`src/sbhvb_pkg.sv`:
```
// register map, event codes, power modes and carrier types of the link controller
// shared by the vector and buffer logic; assumes a 32-bit AXI4-Lite register bus
package sbhvb_pkg;

    // ==========================================================
    // register map: word indices, byte address is four times
    // ==========================================================
    localparam int ADDR_W = 12;
    localparam logic [9:0] IDX_EVENT_VECTOR = 10'h03E;
    localparam logic [9:0] IDX_BYTE_BUFFER = 10'h03F;
    localparam logic [9:0] IDX_CONTROL = 10'h040;
    localparam logic [9:0] IDX_STATUS = 10'h041;

    // ==========================================================
    // field positions and reset values
    // ==========================================================
    localparam int CTL_IRQ_ALLOW = 0;
    localparam int CTL_WAIT_CLOCK_MODE = 1;
    localparam int CTL_TX_END_OF_DATA = 2;
    localparam int VEC_CODE_LSB = 2;
    localparam logic [7:0] RST_BYTE = 8'h00;
    localparam logic [1:0] RESP_OKAY = 2'h0;
    localparam logic [1:0] RESP_SLVERR = 2'h2;

    // ==========================================================
    // event codes, ascending priority
    // ==========================================================
    localparam logic [3:0] EV_NONE = 4'h0;
    localparam logic [3:0] EV_EOF = 4'h1;
    localparam logic [3:0] EV_RESP_BYTE = 4'h2;
    localparam logic [3:0] EV_RX_FULL = 4'h3;
    localparam logic [3:0] EV_TX_EMPTY = 4'h4;
    localparam logic [3:0] EV_ARB_LOST = 4'h5;
    localparam logic [3:0] EV_CRC_ERR = 4'h6;
    localparam logic [3:0] EV_SYMBOL = 4'h7;
    localparam logic [3:0] EV_WAKE = 4'h8;
    localparam int EV_COUNT = 8;

    // ==========================================================
    // power modes and carriers
    // ==========================================================
    typedef enum logic [1:0] {PM_RUN, PM_WAIT, PM_STOP, PM_RESTART} sbhvb_mode_t;

    // reports from the bit-level engine, one-cycle pulses except rx_byte and its qualifier rx_is_response
    typedef struct packed {
        logic rx_byte_valid;
        logic rx_is_response;
        logic [7:0] rx_byte;
        logic rx_eof;
        logic arb_lost;
        logic crc_err;
        logic symbol_err;
        logic tx_first_bit;
        logic tx_byte_done;
    } sbhvb_link_ev_t;

    // commands to the bit-level engine
    typedef struct packed {
        logic load;
        logic [7:0] data;
        logic enable;
        logic underrun;
    } sbhvb_tx_cmd_t;

endpackage : sbhvb_pkg

```
`src/sbhvb_link_controller.sv`:
```
// state vector, double-buffered byte buffer and low-power control of the link controller
// assumes a bit-level engine beside it that shifts symbols and reports events in one cycle
//
// How it works
// - read-only vector, code in bits 5..2, other bits zero, resets zero
// - codes one to eight: eof, response, rx full, tx empty, arb, crc, symbol, wake
// - vector read clears the reported source, except the three buffer conditions
// - rx full and response clear after vector read then buffer read
// - tx empty clears after vector read then buffer write, or end-of-data
// - cleared higher source at once exposes the next lower pending source
// - vector reads as four times the code, a jump-table index
// - buffer writes feed the transmitter, reads return the last received byte
// - finished shift register reloads from the transmit shadow byte
// - tx empty sets once the shift register sent its first bit
// - whole received byte goes to receive shadow and sets rx full, or response for a response byte
// - missing data is an underrun; transmitter stops past a byte boundary
// - underrun is reported as an invalid symbol event
// - wait with clock mode clear keeps clocks and drives nothing
// - received message wakes from wait, interrupt if allowed, message kept
// - stop instruction, or wait with clock mode set, enters stop
// - in stop a passive-to-active bus edge wakes with non-maskable interrupt
// - stop through wait keeps the waking byte only if eof came before
// - stop during reception wakes on first edge, then waits for stable clocks
`timescale 1ns/1ps

module sbhvb_link_controller #(
    parameter int ADDR_W = sbhvb_pkg::ADDR_W
) (
    // clock and reset
    input wire logic aclk,
    input wire logic aresetn,
    // axi4-lite write
    input wire logic [ADDR_W-1:0] s_axi_awaddr,
    input wire logic s_axi_awvalid,
    output logic s_axi_awready,
    input wire logic [31:0] s_axi_wdata,
    input wire logic [3:0] s_axi_wstrb,
    input wire logic s_axi_wvalid,
    output logic s_axi_wready,
    output logic [1:0] s_axi_bresp,
    output logic s_axi_bvalid,
    input wire logic s_axi_bready,
    // axi4-lite read
    input wire logic [ADDR_W-1:0] s_axi_araddr,
    input wire logic s_axi_arvalid,
    output logic s_axi_arready,
    output logic [31:0] s_axi_rdata,
    output logic [1:0] s_axi_rresp,
    output logic s_axi_rvalid,
    input wire logic s_axi_rready,
    // bit-level engine
    input wire sbhvb_pkg::sbhvb_link_ev_t link_ev,
    input wire logic bus_active,
    output sbhvb_pkg::sbhvb_tx_cmd_t tx_cmd,
    // cpu and clock system
    input wire logic cpu_wait_exec,
    input wire logic cpu_stop_exec,
    input wire logic clocks_stable,
    output logic cpu_irq,
    output logic cpu_nmi,
    output logic wake_rx_ok
);

    // ==========================================================
    // helper functions
    // ==========================================================
    // highest pending source wins
    function automatic logic [3:0] sbhvb_top_code(input logic [8:1] p);
        logic [3:0] c;
        c = sbhvb_pkg::EV_NONE;
        for (int i = 1; i <= sbhvb_pkg::EV_COUNT; i++)
        begin
            if (p[i])
                c = 4'(i);
        end
        return c;
    endfunction : sbhvb_top_code

    function automatic logic [8:1] sbhvb_onehot(input logic [3:0] c);
        logic [8:1] m;
        m = '0;
        for (int i = 1; i <= sbhvb_pkg::EV_COUNT; i++)
        begin
            if (c == 4'(i))
                m[i] = 1'b1;
        end
        return m;
    endfunction : sbhvb_onehot

    // ==========================================================
    // state
    // ==========================================================
    logic [8:1] pend;
    logic [3:0] armed;
    logic [7:0] rx_shadow;
    logic [7:0] tx_shadow;
    logic shadow_full;
    logic tx_active;
    logic tx_end_of_data_pending;
    logic irq_allow;
    logic wait_clock_mode;
    logic eof_seen;
    logic bus_prev;
    logic aw_held;
    logic w_held;
    logic [ADDR_W-1:0] aw_addr;
    logic [31:0] w_data;
    logic [3:0] w_strb;
    sbhvb_pkg::sbhvb_mode_t mode;
    sbhvb_pkg::sbhvb_mode_t next_mode;

    // ==========================================================
    // bus decode
    // ==========================================================
    wire [3:0] code = sbhvb_top_code(pend);
    wire do_write = aw_held && w_held && !s_axi_bvalid;
    wire do_read = s_axi_arvalid && s_axi_arready;
    wire [9:0] wr_idx = aw_addr[11:2];
    wire [9:0] rd_idx = s_axi_araddr[11:2];
    wire wr_lane = w_strb[0];
    wire wr_buf = do_write && wr_lane && wr_idx == sbhvb_pkg::IDX_BYTE_BUFFER;
    wire wr_ctl = do_write && wr_lane && wr_idx == sbhvb_pkg::IDX_CONTROL;
    wire wr_hit = wr_idx == sbhvb_pkg::IDX_BYTE_BUFFER || wr_idx == sbhvb_pkg::IDX_CONTROL
        || wr_idx == sbhvb_pkg::IDX_EVENT_VECTOR || wr_idx == sbhvb_pkg::IDX_STATUS;
    wire rd_vec = do_read && rd_idx == sbhvb_pkg::IDX_EVENT_VECTOR;
    wire rd_buf = do_read && rd_idx == sbhvb_pkg::IDX_BYTE_BUFFER;
    wire tx_end_of_data_set = wr_ctl && w_data[sbhvb_pkg::CTL_TX_END_OF_DATA];

    // read data selection; vector is code times four
    logic [31:0] rd_value;
    logic rd_hit;
    always_comb
    begin
        rd_value = '0;
        rd_hit = 1'b1;
        if (rd_idx == sbhvb_pkg::IDX_EVENT_VECTOR)
            rd_value = {24'h000000, 2'h0, code, 2'h0};
        else if (rd_idx == sbhvb_pkg::IDX_BYTE_BUFFER)
            rd_value = {24'h000000, rx_shadow};
        else if (rd_idx == sbhvb_pkg::IDX_CONTROL)
            rd_value = {29'h00000000, tx_end_of_data_pending, wait_clock_mode, irq_allow};
        else if (rd_idx == sbhvb_pkg::IDX_STATUS)
            rd_value = {26'h0000000, mode, eof_seen, tx_active, shadow_full, wake_rx_ok};
        else
            rd_hit = 1'b0;
    end

    // ==========================================================
    // event flags; a set in the clearing cycle wins
    // ==========================================================
    wire underrun = link_ev.tx_byte_done && tx_active && !shadow_full && !tx_end_of_data_pending;
    wire bus_rise = bus_active && !bus_prev;
    wire stop_wake = mode == sbhvb_pkg::PM_STOP && bus_rise;
    wire vec_keeps = code == sbhvb_pkg::EV_RESP_BYTE || code == sbhvb_pkg::EV_RX_FULL
        || code == sbhvb_pkg::EV_TX_EMPTY;
    logic [8:1] ev_set;
    logic [8:1] ev_clr;
    always_comb
    begin
        ev_set = '0;
        ev_set[sbhvb_pkg::EV_EOF] = link_ev.rx_eof;
        ev_set[sbhvb_pkg::EV_RESP_BYTE] = link_ev.rx_byte_valid && link_ev.rx_is_response;
        ev_set[sbhvb_pkg::EV_RX_FULL] = link_ev.rx_byte_valid && !link_ev.rx_is_response;
        ev_set[sbhvb_pkg::EV_TX_EMPTY] = link_ev.tx_first_bit;
        ev_set[sbhvb_pkg::EV_ARB_LOST] = link_ev.arb_lost;
        ev_set[sbhvb_pkg::EV_CRC_ERR] = link_ev.crc_err;
        ev_set[sbhvb_pkg::EV_SYMBOL] = link_ev.symbol_err || underrun;
        ev_set[sbhvb_pkg::EV_WAKE] = stop_wake;
        ev_clr = '0;
        if (rd_vec && !vec_keeps)
            ev_clr = sbhvb_onehot(code);
        if (rd_buf && (armed == sbhvb_pkg::EV_RX_FULL || armed == sbhvb_pkg::EV_RESP_BYTE))
            ev_clr = ev_clr | sbhvb_onehot(armed);
        if (wr_buf && armed == sbhvb_pkg::EV_TX_EMPTY)
            ev_clr[sbhvb_pkg::EV_TX_EMPTY] = 1'b1;
        if (tx_end_of_data_set)
            ev_clr[sbhvb_pkg::EV_TX_EMPTY] = 1'b1;
    end

    // flags hold until cleared; priority is recomputed every cycle
    always_ff @(posedge aclk)
    begin
        if (!aresetn)
            pend <= '0;
        else
            pend <= (pend & ~ev_clr) | ev_set;
    end

    // a buffer condition reported by the vector waits for its data access;
    // end-of-data disarms too, so a later first write cannot clear tx empty unread
    always_ff @(posedge aclk)
    begin
        if (!aresetn)
            armed <= sbhvb_pkg::EV_NONE;
        else if (rd_vec && vec_keeps)
            armed <= code;
        else if (rd_buf || wr_buf || tx_end_of_data_set)
            armed <= sbhvb_pkg::EV_NONE;
    end

    // ==========================================================
    // receive shadow; a late reader loses the older byte
    // ==========================================================
    always_ff @(posedge aclk)
    begin
        if (!aresetn)
            rx_shadow <= sbhvb_pkg::RST_BYTE;
        else if (link_ev.rx_byte_valid)
            rx_shadow <= link_ev.rx_byte;
    end

    // ==========================================================
    // transmit shadow and shift register handoff
    // ==========================================================
    wire shift_free = link_ev.tx_byte_done || !tx_active;
    wire load_now = shift_free && shadow_full && mode == sbhvb_pkg::PM_RUN;
    wire next_active = load_now || (tx_active && !link_ev.tx_byte_done);

    always_ff @(posedge aclk)
    begin
        if (!aresetn)
        begin
            tx_shadow <= sbhvb_pkg::RST_BYTE;
            shadow_full <= 1'b0;
            tx_active <= 1'b0;
            tx_end_of_data_pending <= 1'b0;
        end
        else
        begin
            if (wr_buf)
                tx_shadow <= w_data[7:0];
            shadow_full <= wr_buf || (shadow_full && !load_now);
            tx_active <= next_active;
            if (tx_end_of_data_set)
                tx_end_of_data_pending <= 1'b1;
            else if (link_ev.tx_byte_done && !shadow_full)
                tx_end_of_data_pending <= 1'b0;
        end
    end

    // engine commands; load and enable driven only in run mode
    always_ff @(posedge aclk)
    begin
        if (!aresetn)
            tx_cmd <= '0;
        else
        begin
            tx_cmd.load <= load_now;
            tx_cmd.data <= load_now ? tx_shadow : tx_cmd.data;
            tx_cmd.enable <= next_active && next_mode == sbhvb_pkg::PM_RUN;
            tx_cmd.underrun <= underrun;
        end
    end

    // ==========================================================
    // control bits
    // ==========================================================
    always_ff @(posedge aclk)
    begin
        if (!aresetn)
        begin
            irq_allow <= 1'b0;
            wait_clock_mode <= 1'b0;
        end
        else if (wr_ctl)
        begin
            irq_allow <= w_data[sbhvb_pkg::CTL_IRQ_ALLOW];
            wait_clock_mode <= w_data[sbhvb_pkg::CTL_WAIT_CLOCK_MODE];
        end
    end

    // ==========================================================
    // low-power modes
    // ==========================================================
    always_comb
    begin
        next_mode = mode;
        case (mode)
            sbhvb_pkg::PM_RUN:
                if (cpu_stop_exec || (cpu_wait_exec && wait_clock_mode))
                    next_mode = sbhvb_pkg::PM_STOP;
                else if (cpu_wait_exec)
                    next_mode = sbhvb_pkg::PM_WAIT;
            sbhvb_pkg::PM_WAIT:
                if (link_ev.rx_eof)
                    next_mode = sbhvb_pkg::PM_RUN;
            sbhvb_pkg::PM_STOP:
                if (bus_rise)
                    next_mode = sbhvb_pkg::PM_RESTART;
            sbhvb_pkg::PM_RESTART:
                if (clocks_stable)
                    next_mode = sbhvb_pkg::PM_RUN;
            default:
                next_mode = sbhvb_pkg::PM_RUN;
        endcase
    end

    // eof before a wait-entered stop is what makes the waking byte trustworthy
    always_ff @(posedge aclk)
    begin
        if (!aresetn)
        begin
            mode <= sbhvb_pkg::PM_RUN;
            bus_prev <= 1'b0;
            eof_seen <= 1'b1;
            wake_rx_ok <= 1'b0;
        end
        else
        begin
            mode <= next_mode;
            bus_prev <= bus_active;
            if (link_ev.rx_eof)
                eof_seen <= 1'b1;
            else if (bus_rise && mode == sbhvb_pkg::PM_RUN)
                eof_seen <= 1'b0;
            if (mode == sbhvb_pkg::PM_RUN && next_mode == sbhvb_pkg::PM_STOP)
                wake_rx_ok <= cpu_wait_exec && !cpu_stop_exec && eof_seen;
        end
    end

    // ==========================================================
    // interrupt lines
    // ==========================================================
    always_ff @(posedge aclk)
    begin
        if (!aresetn)
        begin
            cpu_irq <= 1'b0;
            cpu_nmi <= 1'b0;
        end
        else
        begin
            cpu_irq <= code != sbhvb_pkg::EV_NONE && irq_allow;
            cpu_nmi <= stop_wake;
        end
    end

    // ==========================================================
    // axi4-lite slave: address and data taken in either order
    // ==========================================================
    always_ff @(posedge aclk)
    begin
        if (!aresetn)
        begin
            aw_held <= 1'b0;
            w_held <= 1'b0;
            aw_addr <= '0;
            w_data <= '0;
            w_strb <= '0;
            s_axi_awready <= 1'b1;
            s_axi_wready <= 1'b1;
            s_axi_bvalid <= 1'b0;
            s_axi_bresp <= sbhvb_pkg::RESP_OKAY;
        end
        else
        begin
            if (s_axi_awvalid && s_axi_awready)
            begin
                aw_addr <= s_axi_awaddr;
                aw_held <= 1'b1;
                s_axi_awready <= 1'b0;
            end
            if (s_axi_wvalid && s_axi_wready)
            begin
                w_data <= s_axi_wdata;
                w_strb <= s_axi_wstrb;
                w_held <= 1'b1;
                s_axi_wready <= 1'b0;
            end
            if (do_write)
            begin
                aw_held <= 1'b0;
                w_held <= 1'b0;
                s_axi_bvalid <= 1'b1;
                s_axi_bresp <= wr_hit ? sbhvb_pkg::RESP_OKAY : sbhvb_pkg::RESP_SLVERR;
            end
            if (s_axi_bvalid && s_axi_bready)
            begin
                s_axi_bvalid <= 1'b0;
                s_axi_awready <= 1'b1;
                s_axi_wready <= 1'b1;
            end
        end
    end

    // read answers one cycle after the address is taken
    always_ff @(posedge aclk)
    begin
        if (!aresetn)
        begin
            s_axi_arready <= 1'b1;
            s_axi_rvalid <= 1'b0;
            s_axi_rdata <= '0;
            s_axi_rresp <= sbhvb_pkg::RESP_OKAY;
        end
        else if (do_read)
        begin
            s_axi_arready <= 1'b0;
            s_axi_rvalid <= 1'b1;
            s_axi_rdata <= rd_value;
            s_axi_rresp <= rd_hit ? sbhvb_pkg::RESP_OKAY : sbhvb_pkg::RESP_SLVERR;
        end
        else if (s_axi_rvalid && s_axi_rready)
        begin
            s_axi_rvalid <= 1'b0;
            s_axi_arready <= 1'b1;
        end
    end

    // ==========================================================
    // checks
    // ==========================================================
    property p_vec_format;
        @(posedge aclk) disable iff (!aresetn)
        rd_vec |=> s_axi_rdata[31:6] == '0 && s_axi_rdata[1:0] == 2'h0;
    endproperty
    a_vec_format: assert property (p_vec_format)
        else $error("vector reserved bits not zero");

    property p_vec_times_four;
        @(posedge aclk) disable iff (!aresetn)
        rd_vec |=> s_axi_rdata[5:2] == $past(code) && s_axi_rvalid;
    endproperty
    a_vec_times_four: assert property (p_vec_times_four)
        else $error("vector value not four times code");

    property p_read_clears;
        @(posedge aclk) disable iff (!aresetn)
        rd_vec && code == sbhvb_pkg::EV_ARB_LOST && !link_ev.arb_lost |=> !pend[5];
    endproperty
    a_read_clears: assert property (p_read_clears)
        else $error("vector read left arbitration flag set");

    property p_rx_needs_data_read;
        @(posedge aclk) disable iff (!aresetn)
        rd_vec && code == sbhvb_pkg::EV_RX_FULL |=> pend[3] ##1 (pend[3] || $past(rd_buf));
    endproperty
    a_rx_needs_data_read: assert property (p_rx_needs_data_read)
        else $error("rx full cleared without data read");

    property p_priority;
        @(posedge aclk) disable iff (!aresetn)
        pend[5] && pend[8:6] == 3'h0 |-> code == sbhvb_pkg::EV_ARB_LOST;
    endproperty
    a_priority: assert property (p_priority)
        else $error("lower pending source not reported");

    property p_reload;
        @(posedge aclk) disable iff (!aresetn)
        link_ev.tx_byte_done && shadow_full && mode == sbhvb_pkg::PM_RUN
            |=> tx_cmd.load && tx_cmd.data == $past(tx_shadow);
    endproperty
    a_reload: assert property (p_reload)
        else $error("shadow byte not moved to shift register");

    property p_tx_empty;
        @(posedge aclk) disable iff (!aresetn)
        link_ev.tx_first_bit |=> pend[4];
    endproperty
    a_tx_empty: assert property (p_tx_empty)
        else $error("tx empty not set after first bit");

    property p_rx_capture;
        @(posedge aclk) disable iff (!aresetn)
        link_ev.rx_byte_valid && !link_ev.rx_is_response
            |=> rx_shadow == $past(link_ev.rx_byte) && pend[3];
    endproperty
    a_rx_capture: assert property (p_rx_capture)
        else $error("received byte not captured");

    property p_wait_silent;
        @(posedge aclk) disable iff (!aresetn)
        mode == sbhvb_pkg::PM_WAIT ##1 mode == sbhvb_pkg::PM_WAIT |-> !tx_cmd.enable;
    endproperty
    a_wait_silent: assert property (p_wait_silent)
        else $error("transmitter enabled in wait");

    property p_stop_wake;
        @(posedge aclk) disable iff (!aresetn)
        mode == sbhvb_pkg::PM_STOP && bus_active && !bus_prev
            |=> cpu_nmi && pend[8] && mode == sbhvb_pkg::PM_RESTART;
    endproperty
    a_stop_wake: assert property (p_stop_wake)
        else $error("bus edge did not wake from stop");

    property p_irq_line;
        @(posedge aclk) disable iff (!aresetn)
        ##1 cpu_irq == ($past(code) != sbhvb_pkg::EV_NONE && $past(irq_allow));
    endproperty
    a_irq_line: assert property (p_irq_line)
        else $error("interrupt line does not follow code");

endmodule : sbhvb_link_controller

```
`config.mk`:
```
export PLATFORM = sky130hd
export DESIGN_NAME = sbhvb_link_controller
export DESIGN_NICKNAME = d
export VERILOG_FILES = /design/src/sbhvb_pkg.sv /design/src/sbhvb_link_controller.sv
export SDC_FILE = /design/constraint.sdc
export NUM_CORES = 1
export LEC_CHECK = 0
export BUFFER_PORTS_ARGS = -buffer_cell sky130_fd_sc_hd__buf_2
export CAP_MARGIN = 30
export CELL_PAD_IN_SITES_DETAIL_PLACEMENT = 1
export CELL_PAD_IN_SITES_GLOBAL_PLACEMENT = 1
export CORE_MARGIN = 2
export CORE_UTILIZATION = 29
export CTS_CLUSTER_DIAMETER = 150
export CTS_CLUSTER_SIZE = 8
export DETAILED_ROUTE_END_ITERATION = 10
export PLACE_DENSITY_LB_ADDON = 0.1
export SETUP_SLACK_MARGIN = 0.3
export SLEW_MARGIN = 10
export SYNTH_ARGS = -nofsm -noshare
export SYNTH_HDL_FRONTEND = slang
export SYNTH_SLANG_ARGS = --single-unit
```
`constraint.sdc`:
```
create_clock -name aclk -period 2.2 [get_ports aclk]
set_input_delay 0.44 -clock aclk [delete_from_list [all_inputs] [get_ports aclk]]
set_output_delay 0.44 -clock aclk [all_outputs]
set_load 0.1 [all_outputs]
```
Word-level counts from Yosys, hierarchy flattened --
Index checks and enable logic that the tools add are counted.
Word-level totals: flip-flop bits (word level) 115, output and inout bits 55
Cells by class: equality and inequality tests 28, multiplexer cells 60, bitwise gates (word level) 5, reduce and logical (&&, ||, !) cells 68
Operators with widths (count):
- $eq 10x6->1 const B | 4
- $eq 10x7->1 const B | 4
- $mux 1 | 37
- $logic_and 1x1->1 | 36
- $mux 4 | 9
- $eq 4x3->1 const B | 8
- $mux 8 | 4
- $eq 4x2->1 const B | 4
- $or 8x8->8 | 2
- $mux 2 | 7
- $logic_or 1x1->1 | 13
- $mux 6 | 2
- $logic_not 1->1 | 10
- $and 8x8->8 | 1
- $eq 4x1->1 const B | 2
- $eq 4x4->1 const B | 2
- $not 8->8 | 1
- $pmux 2 s4 | 1
- $eq 2x2->1 const B | 3
- $reduce_bool 2->1 | 3
- $reduce_or 2->1 | 3
- $logic_not 2->1 | 2
- $reduce_bool 4->1 | 1
- $eq 2x1->1 const B | 1
- $not 1->1 | 1

Depth between registers and ports, before layout --
Gate-level depths: netlist (run 1).
word-level depth 21, depth in mapped cells 6, gate-level depth less buffers 4

Worst setup path after synthesis (run 1) --
No wires, ideal clock.
kind reg2reg, start reg s_axi_bvalid, end reg tx_shadow[2], arrival time 2.046 ns, data required time 2.072 ns, slack 0.026 ns, stages on the path, launching flop included 7, buffers on the path 2, clock period less this slack 2.174 ns, cell sequence dfxtp_1 -> nand3b_1 -> or4_1 -> buf_2 -> buf_2 -> mux2i_1 -> nor2_1
On the way: longest elaborated chain between the ends 4
Ends and longest elaborated chain:
- start, declared | RTL line sbhvb_link_controller.sv:41 | output logic s_axi_bvalid,
- start signal, assigned | RTL line sbhvb_link_controller.sv:352 | s_axi_bvalid <= 1'b0;
- start signal, assigned | RTL line sbhvb_link_controller.sv:374 | s_axi_bvalid <= 1'b1;
- start signal, assigned | RTL line sbhvb_link_controller.sv:379 | s_axi_bvalid <= 1'b0;
- $logic_not 1->1 | RTL line sbhvb_link_controller.sv:116 | wire do_write = aw_held && w_held && !s_axi_bvalid;
- $logic_and 1x1->1 | RTL line sbhvb_link_controller.sv:116
- $logic_and 1x1->1 (2 in series) | RTL line sbhvb_link_controller.sv:121 | wire wr_buf = do_write && wr_lane && wr_idx == sbhvb_pkg::IDX_BYTE_BUFFER;
- end signal, assigned | RTL line sbhvb_link_controller.sv:223 | tx_shadow <= sbhvb_pkg::RST_BYTE;
- end signal, assigned | RTL line sbhvb_link_controller.sv:231 | tx_shadow <= w_data[7:0];
- end, declared | RTL line sbhvb_link_controller.sv:96 | logic [7:0] tx_shadow;
No other way between the ends. A chain may end at the register's enable or synchronous reset.

Worst setup path in the final report (run 1) --
start reg armed[1], end reg pend[2] (netlist name)
On the way: longest elaborated chain between the ends 8, elaborated cells on any way between the ends 11
Ends and longest elaborated chain:
- start, declared | RTL line sbhvb_link_controller.sv:94 | logic [3:0] armed;
- start signal, assigned | RTL line sbhvb_link_controller.sv:194 | armed <= sbhvb_pkg::EV_NONE;
- start signal, assigned | RTL line sbhvb_link_controller.sv:196 | armed <= code;
- start signal, assigned | RTL line sbhvb_link_controller.sv:198 | armed <= sbhvb_pkg::EV_NONE;
- $eq 4x2->1 | RTL line sbhvb_link_controller.sv:84, sbhvb_link_controller.sv:172
- $mux 1 | RTL line sbhvb_link_controller.sv:84 | if (c == 4'(i))
- $mux 1 | RTL line sbhvb_link_controller.sv:172 | if (rd_buf && (armed == sbhvb_pkg::EV_RX_FULL || armed == sbhvb_pkg::EV_RESP_BYTE))
- $or 8x8->8 | RTL line sbhvb_link_controller.sv:173 | ev_clr = ev_clr | sbhvb_onehot(armed);
- $mux 8 (*) | RTL line sbhvb_link_controller.sv:172
- $not 8->8 (*) | RTL line sbhvb_link_controller.sv:186 | pend <= (pend & ~ev_clr) | ev_set;
- $and 8x8->8 (*) | RTL line sbhvb_link_controller.sv:186
- $or 8x8->8 (*) | RTL line sbhvb_link_controller.sv:186
- end signal, assigned | RTL line sbhvb_link_controller.sv:186
- end, declared | RTL line sbhvb_link_controller.sv:93 | logic [8:1] pend;
Mark *: on every way between the ends. The rest lies on a longest branch, timed or not. The select of a mux whose other input is x is not followed.

==> impl_metrics.tcl, run 1 <==
set metrics [dict create \
    status "complete, no violations" \
    final_cells 703 \
    fmax_mhz 551 \
    rsz0062_at_grt "no" \
    synthTopCellsByCount "dfxtp_1, nand2_1, a21oi_1" \
    async_flop_share 0 \
    maxCapViolCount 0 \
    yosys.cell_count.top_type "dfxtp_1" \
    track_usage 0.152 \
    ant_nets 0 \
    antenna_found_initial 0 \
    worstSetupPathType "flip-flop to flip-flop" \
    cts_max_level 3 \
    critPathMaxFanout 3 \
    yosysTopAreaCell "dfxtp_1" \
    diodes 0 \
    synth_compound_area_frac 0.137 \
    syn_to_final_growth_pct 22.4 \
    fin_nets 613 \
    intPower_mw 2.68 \
    cpMaxStageDelayCell "or4_1" \
    grt_max_degree 25 \
    clock_path_buffers 2 \
    fin_worst_skew_ns 0.00675 \
    syn-instance-count 442 \
    cts_resized 0 \
    route.detailed.drc 0 \
    initial_core_util 0.298 \
    clk_pin_slew_ns 0.06 \
    cp_num_buf_inv 0 \
    wl_mm 10.2 \
    grt_pass1_vias 3446 \
    p_comb_frac 0.150 \
    synth_top_area_frac 0.463 \
    hold_viol 0 \
    synthMuxAreaShare 0.0719 \
    p_total_mw 3.79 \
    ys_warn_count 0 \
    cts-buffers-inserted 9 \
    pin_count 142 \
    postCtsSetupBuffers 0 \
    cp_cell_sequence "or3b_2, or4_1, o21ai_0, a21oi_1" \
    gp_congestion 0.811 \
    drtIter0Drc 122 \
    n_fill_cell 1586 \
    ir_drop_mv 0.346 \
    p_per_area_nw_per_um2 825 \
    synth-seq-cells 87 \
    fin_crit_sh 0.826 \
    hold_path.class "input pin to flip-flop" \
    ys_types 50 \
    setup_ws_ns 0.384 \
    synth_xor_area_frac 0 \
    yosys.area_share.adder 0 \
    wl_per_cell_um 14.5 \
    placed_area_um2 4290 \
    max_stage_delay_ns 0.62 \
    synthSimpleGateAreaFrac 0.242 \
    synth.area.top_cells "dfxtp_1, mux2i_1, nand2_1" \
    cts_sinks 87 \
    fin_crit_ns 1.82 \
    setup_violations 0 \
    crit_path_start "armed[1]" \
    endpoint_kind "flip-flop" \
    dp_cells 687 \
    row_count 41 \
    synth_enable_flop_cells 0 \
    p_leak_nw 2.04 \
    p_sw_frac 0.293 \
    grt_pass1_wl_mm 16.9 \
    die_h_um 118 \
    clk_latency_ns 0.34 \
    synth_top_family_by_area "simple AND/OR/NAND/NOR gates" \
    crit_required_ns 2.43 \
    setup-tns-final_ns 0 \
    crit_family "simple AND/OR/NAND/NOR gates" \
    cp.arrival_ns 2.04 \
    syn_area_per_cell_um2 8.51 \
    dp.final_hpwl_mm 7.69 \
    switchingPower_mw 1.11 \
    syn_area_um2 3760 \
    stdcell_area_um2 4600 \
    synth-seq-area-share 0.463 \
    via_per_inst 4.66 \
    port_buffers 84 \
    drive_above_1_share 0.235 \
    cts_tree "done" \
    first_pass_iters 4 \
    die_area_um2 13900 \
    synth_ff_type "dfxtp_1" \
    overflow 0 \
    power.share.sequential 0.444 \
    r2r-start "armed[1]" \
    cts_root_buf "clkbuf_16" \
    vias 3277 \
    dp_slack_ns 0.105 \
    die_w_um 118 \
    slew_viol_final 0 \
    cts_hold_buffers 0 \
    core_um2 12600 \
    critPathLaunchType "flip-flop" \
    min_from "s_axi_wvalid" \
    p_clk_frac 0.405 \
]
power by group through the flow:
stage          clock (mW)  sequential, mW  combinational, mW
2_1_floorplan           0            1.78              0.410
3_3_place_gp            0            1.72              0.567
4_1_cts              1.59            1.69              0.577
6_report             1.54            1.69              0.571
5_1_grt              1.64            1.70              0.616
3_5_place_dp            0            1.72              0.575
cells in the final DEF (no fill, tap or decap), types with 4 or more instances in the layout:
cell type and n:
a21oi_1 45, a31oi_1 6, and2_1 10, buf_2 84, buf_4 10, clkbuf_16 9, conb_1 26, dfxtp_1 85
inv_1 11, mux2i_1 27, nand2_1 66, nand2b_1 6, nand3_1 11, nor2_1 41, nor3_1 7, nor4_1 5
o21ai_0 21, or2_2 4
cell families after synthesis:
family,after synthesis
flops,87
mux,27
buf+inv,58
compound gates,91
other cells,1
simple gates,178
worst paths after layout:
path / endpoint / slack (ns) / cells after the start
min reg2reg: w_data[7] / 0.45 / 2
max: pend[2] / 0.38 / 4
min: s_axi_wready / 0.30 / 2
max reg2reg: pend[2] / 0.38 / 4
sequential cells by signal, indices dropped and copies added, names as in the netlist, 2 cells and up:
name and count:
rx_shadow 8, tx_cmd 11, armed 4, s_axi_rdata 8, mode 2, tx_shadow 8
aw_addr 10, w_data 8, pend 8
final cells by class:
type	instances	area, um2	share of cell area
multi-input combinational	322	1800	0.390
tap	172	215	0.0468
timing repair buffer	94	495	0.108
inverter	12	45.0	0.00979
sequential	87	1750	0.380
clock buffer	12	246	0.0536
clock inverter	4	56.3	0.0122
metal layers:
layer  vias to the layer above  global-route usage  part of all wire
li1                       1642                   -                 -
met1                      1560               0.174              0.44
met2                        65               0.277              0.50
met3                        10              0.0378             0.042
met4                         0              0.0467             0.013
met5                         -                   0                 0
through the flow:
stage          hold WS, ns  utilization
2_1_floorplan        0.425            -
3_3_place_gp         0.441        0.340
3_5_place_dp         0.449        0.340
4_1_cts              0.296        0.364
5_1_grt              0.311        0.365
6_report             0.304        0.365
Note: power is estimated with default switching activity, not from simulation.
==> inputs of run 2 (changes only) <==
- clock period: 2.2 -> 1.8 ns (I/O delays scaled with it)
==> impl_metrics.tcl, run 2 (synthesized netlist as in run 1, its figures left out) <==
set metrics [dict create \
    hold_viol 0 \
    core_um2 12600 \
    worstSetupPathType "input pin to flip-flop" \
    setup_ws_ns 0.207 \
    grt_pass1_vias 3375 \
    wl_mm 10.7 \
    ir_drop_mv 0.529 \
    overflow 0 \
    clk_pin_slew_ns 0.06 \
    ant_nets 0 \
    clock_path_buffers 2 \
    setup-tns-final_ns 0 \
    p_leak_nw 2.13 \
    final_common_cell "dfxtp_1" \
    cpMaxStageDelayCell "or4_4" \
    crit_required_ns 2.03 \
    grt_pass1_wl_mm 17.4 \
    cp.arrival_ns 1.82 \
    antenna_found_initial 0 \
    endpoint_kind "flip-flop" \
    fin_crit_sh 0.885 \
    regMostFlops "tx_cmd" \
    setup_violations 0 \
    rsz0062_at_grt "yes" \
    route.detailed.drc 0 \
    wl_per_cell_um 15.0 \
    cts_tree "done" \
    vias 3312 \
    crit_path_start "s_axi_araddr[11]" \
    reg2reg_setup_slack_ns 0.22 \
    first_pass_iters 4 \
    clk_latency_ns 0.35 \
    die_area_um2 13900 \
    die_h_um 118 \
    cts_sinks 87 \
    min_from "s_axi_awvalid" \
    max_stage_delay_ns 0.60 \
    via_per_inst 4.64 \
    track_usage 0.157 \
    row_count 41 \
    diodes 0 \
    pin_count 142 \
    largest_reg_flops 11 \
    r2r-start "aw_addr[8]" \
    maxCapViolCount 0 \
    critPathLaunchType "input pin" \
    cts_hold_buffers 0 \
    syn_to_final_growth_pct 29.2 \
    hold_path.class "input pin to flip-flop" \
    fmax_mhz 628 \
    largestRegisters "tx_cmd (11), aw_addr (10)" \
    port_buffers 84 \
    grt_max_degree 32 \
    fin_nets 624 \
    dp.final_hpwl_mm 7.93 \
    die_w_um 118 \
    cts-buffers-inserted 9 \
    dp_slack_ns -0.0958 \
    cts_root_buf "clkbuf_16" \
    most-common-layout-cells "dfxtp_1, buf_2, nand2_1" \
    fin_worst_skew_ns 0.00486 \
    slew_viol_final 0 \
    status "complete, no violations" \
    drtIter0Drc 123 \
    cp_cell_sequence "buf_2, or4b_4, or4_4, o21ai_2, a21oi_1" \
    critPathMaxFanout 3 \
    p_per_area_nw_per_um2 985 \
    drive_above_1_share 0.301 \
    cts_max_level 3 \
    gp_congestion 0.827 \
    initial_core_util 0.298 \
    fin_crit_ns 1.59 \
]
[run 2: power breakdown]
part	leakage, nW	total (mW)	switching, mW	internal, mW
logic	1.27	0.736	0.555	0.181
clock network	0.149	1.98	0.820	1.16
registers	0.714	2.06	0.0651	2.00
total	2.13	4.78	1.44	3.34
[run 2: worst paths after layout]
check,to,cells past startpoint
setup / recovery,pend[2],5
hold / removal,s_axi_awready,2
hold reg to reg,w_data[3],2
setup reg to reg,tx_shadow[5],5
[run 2: cell type report]
cell class	count	area [um2]
tap	172	215
multi-input combinational	322	1890
sequential	87	1760
clock inverter	5	62.6
inverter	12	45.0
timing repair buffer	105	633
clock buffer	11	253
fill	1592	7760
[run 2: worst max-delay path, delay by kind of cell]
family / cells / cell delay, ns
AND/OR/NAND/NOR: 2 / 1.14
buffers and inverters: 1 / 0.11
AO/OA/AOI/OAI: 2 / 0.21
[run 2: through the flow]
stage | power, mW | hold slack, ns | util | std cells | instance area (um2)
2_1_floorplan | 2.69 | 0.425 | - | 467 | 3930
3_3_place_gp | 2.82 | 0.443 | 0.349 | 695 | 4410
3_5_place_dp | 2.83 | 0.454 | 0.349 | 695 | 4410
4_1_cts | 4.85 | 0.196 | 0.383 | 714 | 4840
5_1_grt | 4.97 | 0.216 | 0.385 | 714 | 4860
6_report | 4.78 | 0.215 | 0.385 | 714 | 4860
[run 2: repair_timing]
action,4_1_cts,5_1_grt
pin swaps,6,1
resized for setup,30,7
endpoints found under the setup margin,32,23
setup buffers,3,0
endpoints found under the hold margin,0,0
[run 2: layer usage]
layer | vias up | global-route usage | part of all wire
met4 | 0 | 0.0497 | 0.013
met5 | - | 0 | 0
met2 | 65 | 0.270 | 0.50
met1 | 1569 | 0.192 | 0.45
met3 | 9 | 0.0392 | 0.037
li1 | 1669 | - | -
